### src/verilog/pit_pkg.sv
package pit_pkg;

  // ****************************************************************
  // Register byte offsets
  // ****************************************************************
  localparam logic [5:0] OFS_FLAGS    = 6'h00; // Group status, 4 words
  localparam logic [5:0] OFS_SUPPRESS = 6'h10; // Group masks, 4 words
  localparam logic [5:0] OFS_LIVE     = 6'h20; // Group live levels
  localparam logic [5:0] OFS_EDGE_A   = 6'h30; // Group 4 rising enables
  localparam logic [5:0] OFS_EDGE_B   = 6'h34; // Group 4 falling enables
  localparam logic [5:0] OFS_IRQ_CTRL = 6'h38; // Polarity, clear, pending
  localparam logic [5:0] OFS_OSC_CFG  = 6'h3C; // Thermal and sleep setup

  // ****************************************************************
  // Sizes, field positions and reset values
  // ****************************************************************
  localparam int         GROUPS       = 4;
  localparam int         GBITS        = 8;
  localparam int         NSRC         = GROUPS * GBITS;
  localparam int         HEAT_BIT     = 5;   // Group 1, bit 5
  localparam logic [7:0] SUPPRESS_RST = 8'h00;
  localparam logic [7:0] EDGE_A_RST   = 8'hFF;
  localparam logic [7:0] EDGE_B_RST   = 8'h00;

  // ****************************************************************
  // Thermal figures in degrees Celsius
  // ****************************************************************
  localparam logic [7:0] WARN_T0   = 8'h75; // 117 C
  localparam logic [7:0] WARN_T1   = 8'h79; // 121 C
  localparam logic [7:0] WARN_T2   = 8'h7D; // 125 C
  localparam logic [7:0] WARN_T3   = 8'h82; // 130 C
  localparam logic [7:0] WARN_HYST = 8'h0A; // 10 C
  localparam logic [7:0] CUTOFF_T  = 8'h94; // 148 C

  // ****************************************************************
  // Types
  // ****************************************************************
  typedef enum logic [1:0] {
    PIT_OFF,
    PIT_BACKUP,
    PIT_SLEEP,
    PIT_ACTIVE
  } pit_pwr_e;

  typedef struct packed {
    logic pend_en;       // Bit 2: keep one pending event per source
    logic clr_on_write;  // Bit 1: 0 = clear on read, 1 = clear on write
    logic active_high;   // Bit 0: interrupt output polarity
  } pit_irq_ctrl_s;

  typedef struct packed {
    logic       irq_sleep_mask;         // Bit 3: hold irq while asleep
    logic       sleep_overtemp_disable; // Bit 2
    logic [1:0] warn_temp_select;       // Bits 1:0
  } pit_osc_cfg_s;

  localparam pit_irq_ctrl_s IRQ_CTRL_RST = 3'h4;
  localparam pit_osc_cfg_s  OSC_CFG_RST  = 4'h0;

endpackage

### src/verilog/pit_top.sv
`timescale 1ns/1ns

// Functional notes
// RQ1 - Sources form four groups, each with status, mask and live-level word.
// RQ2 - Live-level register returns present level of every group input line; group one bit five returns the hot-die level instead.
// RQ3 - Group four has separate rising and falling edge enable registers.
// RQ4 - Unmasked set status bits OR onto one interrupt output, low by default.
// RQ5 - Masked source detects nothing; status unchanged, events lost.
// RQ6 - Status set before masking stays set until cleared; no new sets.
// RQ7 - Active interrupt is an on request blocking sleep until host clears.
// RQ8 - Control register picks output polarity and read or write clearing.
// RQ9 - Sleep mask bit decides whether interrupt is delivered while asleep.
// RQ10 - Pending enabled: repeat event held as one pending, later overwrite.
// RQ11 - Active plus pending needs two clearing accesses to clear status.
// RQ12 - Back-to-back clears of one register retire one event only.
// RQ13 - Pending disabled: repeat event on set source is dropped.
// RQ14 - Event on another source sets its own status at once.
// RQ15 - Output drops only when status clear; clear method applies to all.
// RQ16 - Clear on read: reading a status word clears its eight bits only.
// RQ17 - Clear on write: ones clear their bits, zeros leave bits alone.
// RQ18 - Host repeats the clearing pass while output still asserted.
// RQ19 - Thermal guard on except backup and off; config bit drops it asleep.
// RQ20 - Two-bit field selects one of four hot-die warning thresholds.
// RQ21 - Crossing threshold raises hot-die event, with ten degree hysteresis.
// RQ22 - Above 148 C switch off, log event, block restart below threshold.
// RQ23 - Hot-die event sits at group one bit five, both edges detected.
// RQ24 - Event in the same cycle as its clear is kept, never lost.
// RQ25 - Outside event inputs are synchronised before edge detection.
module pit_top (
  // Clock and reset
  input  wire logic                    ref_clk,
  input  wire logic                    rst_b,
  // Avalon-MM slave
  input  wire logic [5:0]              avs_address,
  input  wire logic                    avs_read,
  input  wire logic                    avs_write,
  input  wire logic [31:0]             avs_writedata,
  input  wire logic [3:0]              avs_byteenable,
  output logic      [31:0]             avs_readdata,
  output logic                         avs_waitrequest,
  // Event lines and device state
  input  wire logic [pit_pkg::NSRC-1:0] src_in,
  input  wire logic [7:0]              die_temp_c,
  input  wire pit_pkg::pit_pwr_e       pwr_state,
  // Host and power sequencer signals
  output logic                         irq_out,
  output logic                         sleep_block,
  output logic                         overtemp_cutoff,
  output logic                         restart_block
);

  // ****************************************************************
  // Reset release
  // ****************************************************************
  logic [1:0] rst_sync_q;
  logic       rst_n;

  // Release through two stages so every flop leaves reset together
  always_ff @(posedge ref_clk or negedge rst_b) begin
    if (!rst_b) begin
      rst_sync_q <= 2'h0;
    end else begin
      rst_sync_q <= {rst_sync_q[0], 1'h1};
    end
  end
  assign rst_n = rst_sync_q[1];

  // ****************************************************************
  // Declarations
  // ****************************************************************
  localparam int N = pit_pkg::NSRC;

  logic [N-1:0]           s1_q, s2_q, s3_q, lvl_q, lvl_d1_q;
  logic [N-1:0]           rise_en, fall_en, ev, clr;
  logic [N-1:0]           flags_q, pend_q, suppress;
  logic [7:0]             suppress_q [pit_pkg::GROUPS];
  logic [7:0]             edge_a_q, edge_b_q;
  pit_pkg::pit_irq_ctrl_s irq_ctrl_q;
  pit_pkg::pit_osc_cfg_s  osc_cfg_q;
  logic                   hot_q, hot_d1_q, cut_q, cut_d1_q, guard_on;
  logic [7:0]             warn_t;
  logic                   irq_any, deliver, commit, same_reg;
  logic [5:0]             last_addr_q;
  logic [1:0]             grp;
  logic [31:0]            rd_d;

  // ****************************************************************
  // Input synchronisers
  // ****************************************************************
  // Three stages; a level counts only when the last two agree
  always_ff @(posedge ref_clk or negedge rst_n) begin
    if (!rst_n) begin
      s1_q  <= '0;
      s2_q  <= '0;
      s3_q  <= '0;
      lvl_q <= '0;
    end else begin
      s1_q  <= src_in;
      s2_q  <= s1_q;
      s3_q  <= s2_q;
      lvl_q <= (~(s2_q ^ s3_q) & s3_q) | ((s2_q ^ s3_q) & lvl_q); // RQ25
    end
  end

  // Previous levels for edge detection; hot-die replaces its line
  always_ff @(posedge ref_clk or negedge rst_n) begin
    if (!rst_n) begin
      lvl_d1_q <= '0;
      hot_d1_q <= 1'h0;
      cut_d1_q <= 1'h0;
    end else begin
      lvl_d1_q <= lvl_q;
      hot_d1_q <= hot_q;
      cut_d1_q <= cut_q;
    end
  end

  // ****************************************************************
  // Thermal supervisor
  // ****************************************************************
  // Threshold selected by the two-bit warning field
  always_comb begin
    unique case (osc_cfg_q.warn_temp_select)
      2'h0: warn_t = pit_pkg::WARN_T0; // RQ20
      2'h1: warn_t = pit_pkg::WARN_T1;
      2'h2: warn_t = pit_pkg::WARN_T2;
      2'h3: warn_t = pit_pkg::WARN_T3;
    endcase
  end

  // Guard runs except in backup and off, and optionally not asleep
  assign guard_on = (pwr_state == pit_pkg::PIT_ACTIVE) ||                 // RQ19
                    (pwr_state == pit_pkg::PIT_SLEEP &&
                     !osc_cfg_q.sleep_overtemp_disable);

  // Hysteresis keeps one excursion to a single warning
  always_ff @(posedge ref_clk or negedge rst_n) begin
    if (!rst_n) begin
      hot_q <= 1'h0;
    end else if (!guard_on) begin
      hot_q <= 1'h0;
    end else if (die_temp_c >= warn_t) begin
      hot_q <= 1'h1;                                                  // RQ21
    end else if (die_temp_c < warn_t - pit_pkg::WARN_HYST) begin
      hot_q <= 1'h0;                                                  // RQ21
    end
  end

  // Cutoff stays latched until the die cools below the warning level or power goes to off or backup
  always_ff @(posedge ref_clk or negedge rst_n) begin
    if (!rst_n) begin
      cut_q <= 1'h0;
    end else if (guard_on && die_temp_c > pit_pkg::CUTOFF_T) begin
      cut_q <= 1'h1;                                                  // RQ22
    end else if (pwr_state == pit_pkg::PIT_OFF ||
                 pwr_state == pit_pkg::PIT_BACKUP ||
                 die_temp_c < warn_t) begin
      cut_q <= 1'h0;                                                  // RQ22
    end
  end

  // Switch-off request and restart lockout
  always_ff @(posedge ref_clk or negedge rst_n) begin
    if (!rst_n) begin
      overtemp_cutoff <= 1'h0;
      restart_block   <= 1'h0;
    end else begin
      overtemp_cutoff <= cut_q;                                       // RQ22
      restart_block   <= cut_q;
    end
  end

  // ****************************************************************
  // Event detection and status
  // ****************************************************************
  // Groups 1 to 3 see both edges; group 4 follows its enables
  assign rise_en = {edge_a_q, {(N - 8){1'h1}}};                       // RQ3
  assign fall_en = {edge_b_q, {(N - 8){1'h1}}};                       // RQ3
  assign suppress = {suppress_q[3], suppress_q[2],
                     suppress_q[1], suppress_q[0]};
  assign irq_any  = |(flags_q & ~suppress);                           // RQ4
  assign grp      = avs_address[3:2];
  assign commit   = (avs_read || avs_write) && !avs_waitrequest;
  // A second access to the same word retires nothing more
  assign same_reg = (avs_address == last_addr_q);                     // RQ12

  genvar gi;
  generate
    for (gi = 0; gi < N; gi++) begin : g_src
      logic cur, prev, edge_hit, stay;
      if (gi == pit_pkg::HEAT_BIT) begin : g_heat
        assign cur  = hot_q;
        assign prev = hot_d1_q;
      end else begin : g_line
        assign cur  = lvl_q[gi];
        assign prev = lvl_d1_q[gi];
      end
      assign edge_hit = (cur & ~prev & rise_en[gi]) |
                        (~cur & prev & fall_en[gi]);                  // RQ23
      // Masked sources detect nothing; cutoff always leaves a record
      if (gi == pit_pkg::HEAT_BIT) begin : g_ev_heat
        assign ev[gi] = (edge_hit & ~suppress[gi]) |
                        (cut_q & ~cut_d1_q);                          // RQ22
      end else begin : g_ev_line
        assign ev[gi] = edge_hit & ~suppress[gi];                // RQ5 RQ14
      end
      // Clearing access: whole word on read, per bit on write
      assign clr[gi] = commit && !same_reg && avs_byteenable[0] &&
                       avs_address[5:4] == 2'h0 && grp == 2'(gi / 8) &&
                       (irq_ctrl_q.clr_on_write
                          ? (avs_write && avs_writedata[gi % 8])      // RQ17
                          : avs_read);                                // RQ16
      assign stay = flags_q[gi] & ~(clr[gi] & ~pend_q[gi]);           // RQ11

      // Status and single pending level per source
      always_ff @(posedge ref_clk or negedge rst_n) begin
        if (!rst_n) begin
          flags_q[gi] <= 1'h0;
          pend_q[gi]  <= 1'h0;
        end else begin
          flags_q[gi] <= stay | ev[gi];                               // RQ24
          pend_q[gi]  <= (pend_q[gi] & ~clr[gi]) |
                         (ev[gi] & stay & irq_ctrl_q.pend_en);   // RQ10 RQ13
        end
      end
    end
  endgenerate

  // ****************************************************************
  // Interrupt output
  // ****************************************************************
  assign deliver = (pwr_state == pit_pkg::PIT_ACTIVE) ||
                   (pwr_state == pit_pkg::PIT_SLEEP &&
                    !osc_cfg_q.irq_sleep_mask);                       // RQ9

  // Pin idles at the inactive level of the selected polarity
  always_ff @(posedge ref_clk or negedge rst_n) begin
    if (!rst_n) begin
      irq_out     <= 1'h1;
      sleep_block <= 1'h0;
    end else begin
      irq_out     <= (irq_any && deliver) ~^ irq_ctrl_q.active_high; // RQ8
      sleep_block <= irq_any;                                         // RQ7
    end
  end

  // ****************************************************************
  // Register writes
  // ****************************************************************
  // Only the low byte carries data; other lanes are ignored
  always_ff @(posedge ref_clk or negedge rst_n) begin
    if (!rst_n) begin
      for (int g = 0; g < pit_pkg::GROUPS; g++) begin
        suppress_q[g] <= pit_pkg::SUPPRESS_RST;
      end
      edge_a_q   <= pit_pkg::EDGE_A_RST;
      edge_b_q   <= pit_pkg::EDGE_B_RST;
      irq_ctrl_q <= pit_pkg::IRQ_CTRL_RST;
      osc_cfg_q  <= pit_pkg::OSC_CFG_RST;
    end else if (commit && avs_write && avs_byteenable[0]) begin
      if (avs_address[5:4] == pit_pkg::OFS_SUPPRESS[5:4]) begin
        suppress_q[grp] <= avs_writedata[7:0];                        // RQ6
      end
      if (avs_address == pit_pkg::OFS_EDGE_A) begin
        edge_a_q <= avs_writedata[7:0];
      end
      if (avs_address == pit_pkg::OFS_EDGE_B) begin
        edge_b_q <= avs_writedata[7:0];
      end
      if (avs_address == pit_pkg::OFS_IRQ_CTRL) begin
        irq_ctrl_q <= avs_writedata[2:0];                             // RQ15
      end
      if (avs_address == pit_pkg::OFS_OSC_CFG) begin
        osc_cfg_q <= avs_writedata[3:0];
      end
    end
  end

  // Remember the last word touched, for the back-to-back check
  always_ff @(posedge ref_clk or negedge rst_n) begin
    if (!rst_n) begin
      last_addr_q <= 6'h3F;
    end else if (commit) begin
      last_addr_q <= avs_address;
    end
  end

  // ****************************************************************
  // Register reads and bus handshake
  // ****************************************************************
  // Read mux; bits above each register's field answer zero
  always_comb begin
    rd_d = 32'h0;
    unique case (avs_address[5:4])
      2'h0: rd_d[7:0] = flags_q[grp*8 +: 8];                          // RQ1
      2'h1: rd_d[7:0] = suppress_q[grp];
      2'h2: begin
        rd_d[7:0] = lvl_q[grp*8 +: 8];                                // RQ2
        if (grp == 2'h0) begin
          rd_d[pit_pkg::HEAT_BIT] = hot_q;
        end
      end
      2'h3: begin
        if (avs_address == pit_pkg::OFS_EDGE_A) begin
          rd_d[7:0] = edge_a_q;
        end else if (avs_address == pit_pkg::OFS_EDGE_B) begin
          rd_d[7:0] = edge_b_q;
        end else if (avs_address == pit_pkg::OFS_IRQ_CTRL) begin
          rd_d[2:0] = irq_ctrl_q;
        end else begin
          rd_d[3:0] = osc_cfg_q;
        end
      end
    endcase
  end

  // One wait cycle per access; data stands when waitrequest drops
  always_ff @(posedge ref_clk or negedge rst_n) begin
    if (!rst_n) begin
      avs_waitrequest <= 1'h1;
      avs_readdata    <= 32'h0;
    end else begin
      avs_waitrequest <= !((avs_read || avs_write) && avs_waitrequest);
      if (avs_read && avs_waitrequest) begin
        avs_readdata <= rd_d;
      end
    end
  end

endmodule
### config.mk
export PLATFORM = sky130hd
export DESIGN_NAME = pit_top
export DESIGN_NICKNAME = d
export VERILOG_FILES = /design/src/verilog/pit_pkg.sv /design/src/verilog/pit_top.sv
export SDC_FILE = /design/constraint.sdc
export NUM_CORES = 1
export LEC_CHECK = 0
export BUFFER_PORTS_ARGS = -buffer_cell sky130_fd_sc_hd__buf_2
export CAP_MARGIN = 5
export CORE_UTILIZATION = 50
export CTS_BUF_LIST = sky130_fd_sc_hd__clkbuf_2 sky130_fd_sc_hd__clkbuf_4 sky130_fd_sc_hd__clkbuf_8
export CTS_CLUSTER_SIZE = 40
export DETAILED_ROUTE_END_ITERATION = 7
export PLACE_DENSITY = 0.76
export REMOVE_ABC_BUFFERS = 1
export SLEW_MARGIN = 20
export SYNTH_ARGS = -nofsm -noshare
export SYNTH_HDL_FRONTEND = slang
export SYNTH_SLANG_ARGS = --single-unit
### constraint.sdc
create_clock -name ref_clk -period 16.38 [get_ports ref_clk]
set_input_delay 0.819 -clock ref_clk [delete_from_list [all_inputs] [get_ports ref_clk]]
set_output_delay 0.819 -clock ref_clk [all_outputs]
set_load 0.01 [all_outputs]
### Word-level counts from Yosys, hierarchy flattened

Cells that the tools add are included.

* bits in registers: 302
* latch bits: 0
* RAM bits: 0
* bits in read-only memories: 0
* input port bits: 88
* output and inout bits: 37
* memories kept: 0

* add/subtract/negate cells: 1
* multipliers: 0
* div/mod/pow operators: 0
* $lt $le $gt $ge: 6
* equal/unequal tests: 18
* shift operators: 2
* muxes and demuxes: 27
* bitwise gates (word level): 572
* reductions and logical operators: 78

Operators with widths (number)
* $and 1x1->1: 273
* $not 1->1: 193
* $or 1x1->1: 97
* $and 32x32->32: 3
* $not 32->32: 2
* $pmux 8 s4: 2
* $shiftx 32x6->8: 2
* $logic_and 1x1->1: 57
* $bwmux 32: 1
* $mux 8: 4
* $or 32x32->32: 1
* $reduce_or 32->1: 1
* $xor 32x32->32: 1
* $eq 6x6->1 const B: 4
* $bmux 8 s2: 1
* $demux 8 s2: 1
* $eq 2x2->1 const B: 8
* $lt 8x8->1: 2
* $mux 1: 15
* $reduce_and 2->1: 5
* $eq 2x1->1 const B: 4
* $ge 8x8->1: 1
* $gt 8x8->1 const B: 1
* $logic_not 2->1: 4
* other kinds (12): 21

### Logic depth before layout (Yosys ltp)

* depth after elaboration: 13
* mapped depth: 8
* gate-level depth less buffers: 8

### Worst setup path after synthesis

Ideal clock, no wire load.

* path type: in2reg
* start point: input port avs_address[5]
* end point: register pend_q[1]
* data arrival time: 2.276 ns
* data required time: 16.260 ns
* slack: 13.984 ns
* cell stages on the path: 7
* buffers on the path: 2
* cell sequence: or2_1 > buf_6 > nor2_8 > o211ai_4 > buf_6 > or4_4 > a41o_1

* longest elaborated chain between the ends: 13

RTL lines
* start: declaration: RTL line pit_top.sv:34 `input wire logic [5:0] avs_address,`
* $eq 6x6->1: RTL line pit_top.sv:185 `assign same_reg = (avs_address == last_addr_q);`
* $logic_not 1->1: RTL line pit_top.sv:208 `assign clr[gi] = commit && !same_reg && avs_byteenable[0] &&`
* $logic_and 1x1->1 (2 in a row): RTL line pit_top.sv:208
* $logic_and 1x1->1 (*): RTL line pit_top.sv:208
* $logic_and 1x1->1 (*) (2 in a row): RTL line pit_top.sv:209 `avs_address[5:4] == 2'h0 && grp == 2'(gi / 8) &&`
* $and 1x1->1: RTL line pit_top.sv:213 `assign stay = flags_q[gi] & ~(clr[gi] & ~pend_q[gi]);`
* $not 1->1: RTL line pit_top.sv:213
* $and 1x1->1: RTL line pit_top.sv:213
* $and 1x1->1 (2 in a row): RTL line pit_top.sv:223 `(ev[gi] & stay & irq_ctrl_q.pend_en);`
* $or 1x1->1 (*): RTL line pit_top.sv:222 `pend_q[gi] <= (pend_q[gi] & ~clr[gi]) |`
* end signal: indexed assignment: RTL line pit_top.sv:222
* end: declaration: RTL line pit_top.sv:75 `logic [N-1:0] flags_q, pend_q, suppress;`

Every way passes the cells marked *; elsewhere a longest branch is shown, timed or not.
A chain may end at the register's enable or synchronous reset.

### Final worst setup path

* start point: input port avs_address[2]
* end point: register suppress_q (netlist bit suppress[9])

* longest elaborated chain between the ends: 6

RTL lines
* $not 2->3 (not written as such) (*): RTL line pit_top.sv:262 `suppress_q[grp] <= avs_writedata[7:0];`
* $ge 3x3->1 (not written as such) or $lt 3x1->1 (tied branches): RTL line pit_top.sv:262
* $logic_and 1x1->1 (not written as such): RTL line pit_top.sv:262
* $mux 8 (not written as such): RTL line pit_top.sv:262
* $demux 8 s2 (*): RTL line pit_top.sv:262
* $bwmux 32 (*): RTL line pit_top.sv:262
* end signal: indexed assignment: RTL line pit_top.sv:254 `suppress_q[g] <= pit_pkg::SUPPRESS_RST;`
* end signal: indexed assignment: RTL line pit_top.sv:262
* end: declaration: RTL line pit_top.sv:76 `logic [7:0] suppress_q [pit_pkg::GROUPS];`

Marks and branches as above.

==> flow_summary.toml <==
[clock_tree]
clk_pin_slew_ns = 0.06
htree_levels = 2
hold_buffers = 0
cts_made_buffers = 50
clk_latency_ns = 0.57
cts_tree = "built"
postCtsSetupRepairBufs = 0
post_cts_resized = 0
cts_buffer_depth = 3
cts_num_sinks = 297
root_buffer = "clkbuf_8"

[min_path]
min_path_type = "in2async"

[route]
vias_per_cell = 5.75
vias = 7964
drc_errors = 0
postRouteAntennaNets = 0
wire_per_inst_um = 19.6
firstDrtPassIters = 5
dr.first_iter.drc_count = 569
wl_um = 27100

[setup_path]
worstPathCellList = "buf_2, buf_4, nand2b_1, nor2_2, mux2_2"
worst_ep_required_time_ns = 16.82
worst_setup_path_start_kind = "input pin"
cpMaxStageDelayCell = "nor2_2"
cp_max_fo = 49
end_kind = "flop"
critPathBufInv = 2
rr_worst_depth = 2
reg2reg_from = "rst_sync_q[1]$_DFF_PN0_"
worstPathArrival_ns = 3.52
r2r_slack_ns = 13.53
cp_slowest_stage_delay_ns = 0.83
cp_top_family = "simple AND/OR/NAND/NOR gates"
path_class = "in2reg"

[die]
initial_core_util = 0.510
io_pins = 125
rows = 57
die_area_um2 = 25500
core_area_um2 = 24400
die_w_um = 160
chipHeight_um = 160

[sta]
setup_viol = 0
fmax_ghz = 0.325
setup_tns_ns = 0
setup_slack_ns = 13.30
rsz0062_at_grt = "no"
worstMarginPinSlew_ns = 0.983
timing.final.crit_period_ns = 3.08
fin_skew_ns = 0.0272
finalHoldViolCount = 0
fin_crit_sh = 0.188
relSlewSlack = 0.345
slew_violations = 0

[global_route]
use_met3 = 0.0465
grt_max_degree = 82
grt_overflow_total = 0
grt_util_all_layers = 0.220
use_met1 = 0.299
grt_pass1_wl_um = 43800
grt-busiest-layer = "met2"
grt_pass1_vias = 8221
grt_antenna_before_repair = 0
grtUsageMet2 = 0.347

[pwr]
ir_drop_uv = 77.8
power.leakage_nw = 6.23
power_density_nw_per_um2 = 127

[final_layout]
area_growth_pct = 13.1
antenna_cells = 0
num-nets-final = 1126
fillers = 2019
final_layout_size_suffix_gt1_frac = 0.278

[yosys]
synth-edff-count = 0
ys.flop_type = "dfrtp_1"
yosysSeqAreaShare = 0.599
syn-cell-area_um2 = 12400
ys_warn_count = 0
ys_types = 55
async_flop_share = 1.00
avgSynthCellArea_um2 = 13.5
syn_inst = 925
ys_ff_latch = 297

[outcome]
status = "complete, no violations"

[placement]
port_buffers = 72
place_ws_ns = 12.75
hpwl_um = 17100
gp_congestion = 0.868

[job]
maxCapViolations = 0
==> per-stage QoR <==
stage / utilization / hold WS [ns] / cells / power (W) / cell area (um^2)
6_report: 0.577 / 0.0380 / 1385 / 0.00179 / 14100
5_1_grt: 0.577 / 0.0187 / 1385 / 0.00188 / 14100
4_1_cts: 0.577 / 0.0128 / 1385 / 0.00181 / 14100
3_5_place_dp: 0.532 / 0.335 / 1292 / 0.00111 / 13000
3_3_place_gp: 0.532 / 0.332 / 1292 / 0.00110 / 13000
2_1_floorplan: - / 0.331 / 890 / 0.00103 / 12200
==> cell usage in the layout (no fill, tap or decap), types with 18 or more instances in the layout <==
cell type,count
nor2_1,42
mux4_2,18
o21ai_0,19
inv_1,21
a21oi_1,35
nand2b_1,33
a21o_1,34
maj3_1,31
o31a_1,20
buf_2,72
ha_1,18
clkbuf_8,63
conb_1,25
dfrtp_1,279
xnor2_1,31
or4_1,26
a41o_1,20
mux2_2,65
==> cell type report <==
type | instances | area [um^2] | area share
Clock buffer | 80 | 995 | 0.0707
Clock inverter | 13 | 92.6 | 0.00658
Inverter | 21 | 78.8 | 0.00560
Multi-Input combinational cell | 572 | 4640 | 0.330
Sequential cell | 297 | 7460 | 0.530
Tap cell | 324 | 405 | 0.0288
Timing Repair Buffer | 78 | 405 | 0.0288
==> worst register-to-register path: stages (launching register included) <==
cell     delay [ns]
dfrtp_4        1.00
buf_4          0.90
buf_4          0.91
==> Yosys cell counts (3+ instances only) <==
library cell,number,area share
dfrtp_1,280,0.56
mux2_2,65,0.059
nor2_1,42,0.013
a21oi_1,35,0.014
a21o_1,34,0.021
nand2b_1,33,0.017
maj3_1,31,0.025
xnor2_1,31,0.022
buf_4,27,0.016
or4_1,26,0.016
inv_1,21,0.0063
a41o_1,20,0.016
o31a_1,20,0.014
o21ai_0,19,0.0076
ha_1,18,0.018
mux4_2,18,0.033
dfstp_2,17,0.036
nand3b_1,17,0.010
nand2_1,15,0.0045
o31ai_1,15,0.0091
a21boi_0,14,0.0084
nand3_1,14,0.0056
buf_2,13,0.0052
clkbuf_1,12,0.0036
o2111ai_1,8,0.0056
mux2i_1,7,0.0056
nor2_2,6,0.0030
nor2b_1,6,0.0030
or4_4,6,0.0054
a211oi_1,5,0.0030
a221oi_1,4,0.0028
nand4_1,4,0.0020
a32o_1,3,0.0024
buf_1,3,0.00091
buf_6,3,0.0027
nor4_1,3,0.0015
o211ai_1,3,0.0018
o221a_2,3,0.0027
or2_2,3,0.0015
==> kinds of logic (layout without fill, tap and decap cells) <==
kind of cell	Yosys count	after routing	share of synthesized area
adders and majority gates	49	49	0.0430
buffers and inverters	79	192	0.0351
DFF	297	297	0.599
other	2	25	0.000604
AOI/OAI and AO/OA	193	193	0.115
muxes	90	90	0.0970
xor gates and xnor gates	31	31	0.0218
and+or+nand+nor	184	184	0.0880
==> worst max path at each step <==
stage                                       start                    endpoint  slack, ns  cells after the start
after floorplan           rst_sync_q[1]$_DFF_PN0_  asynchronous set/reset pin       7.52                      0
after global placement             avs_address[2]     edge_b_q[5]$_DFFE_PN0P_      12.83                      5
after detailed placement           avs_address[2]     edge_b_q[1]$_DFFE_PN0P_      12.75                      5
after CTS                 rst_sync_q[1]$_DFF_PN0_   irq_ctrl_q[1]$_DFFE_PN0P_      13.34                      2
after global routing      rst_sync_q[1]$_DFF_PN0_  asynchronous set/reset pin      12.98                      2
final                              avs_address[2]     suppress[9]$_DFFE_PN0P_      13.30                      5
==> metal layers <==
metal,vias to the layer above,wire length [um]
met5,-,0
met4,0,884
met3,62,1750
met2,291,12700
met1,4058,11700
li1,3553,-
==> report_power, final <==
part	total [W]	switching (W)	internal, W	leakage (nW)
clock	0.000689	0.000288	0.000401	0.588
combinational	0.000215	0.000108	0.000107	2.18
sequential	0.000887	0.0000669	0.000820	3.46
total	0.00179	0.000463	0.00133	6.23
Power figures use the tool's default switching activity.
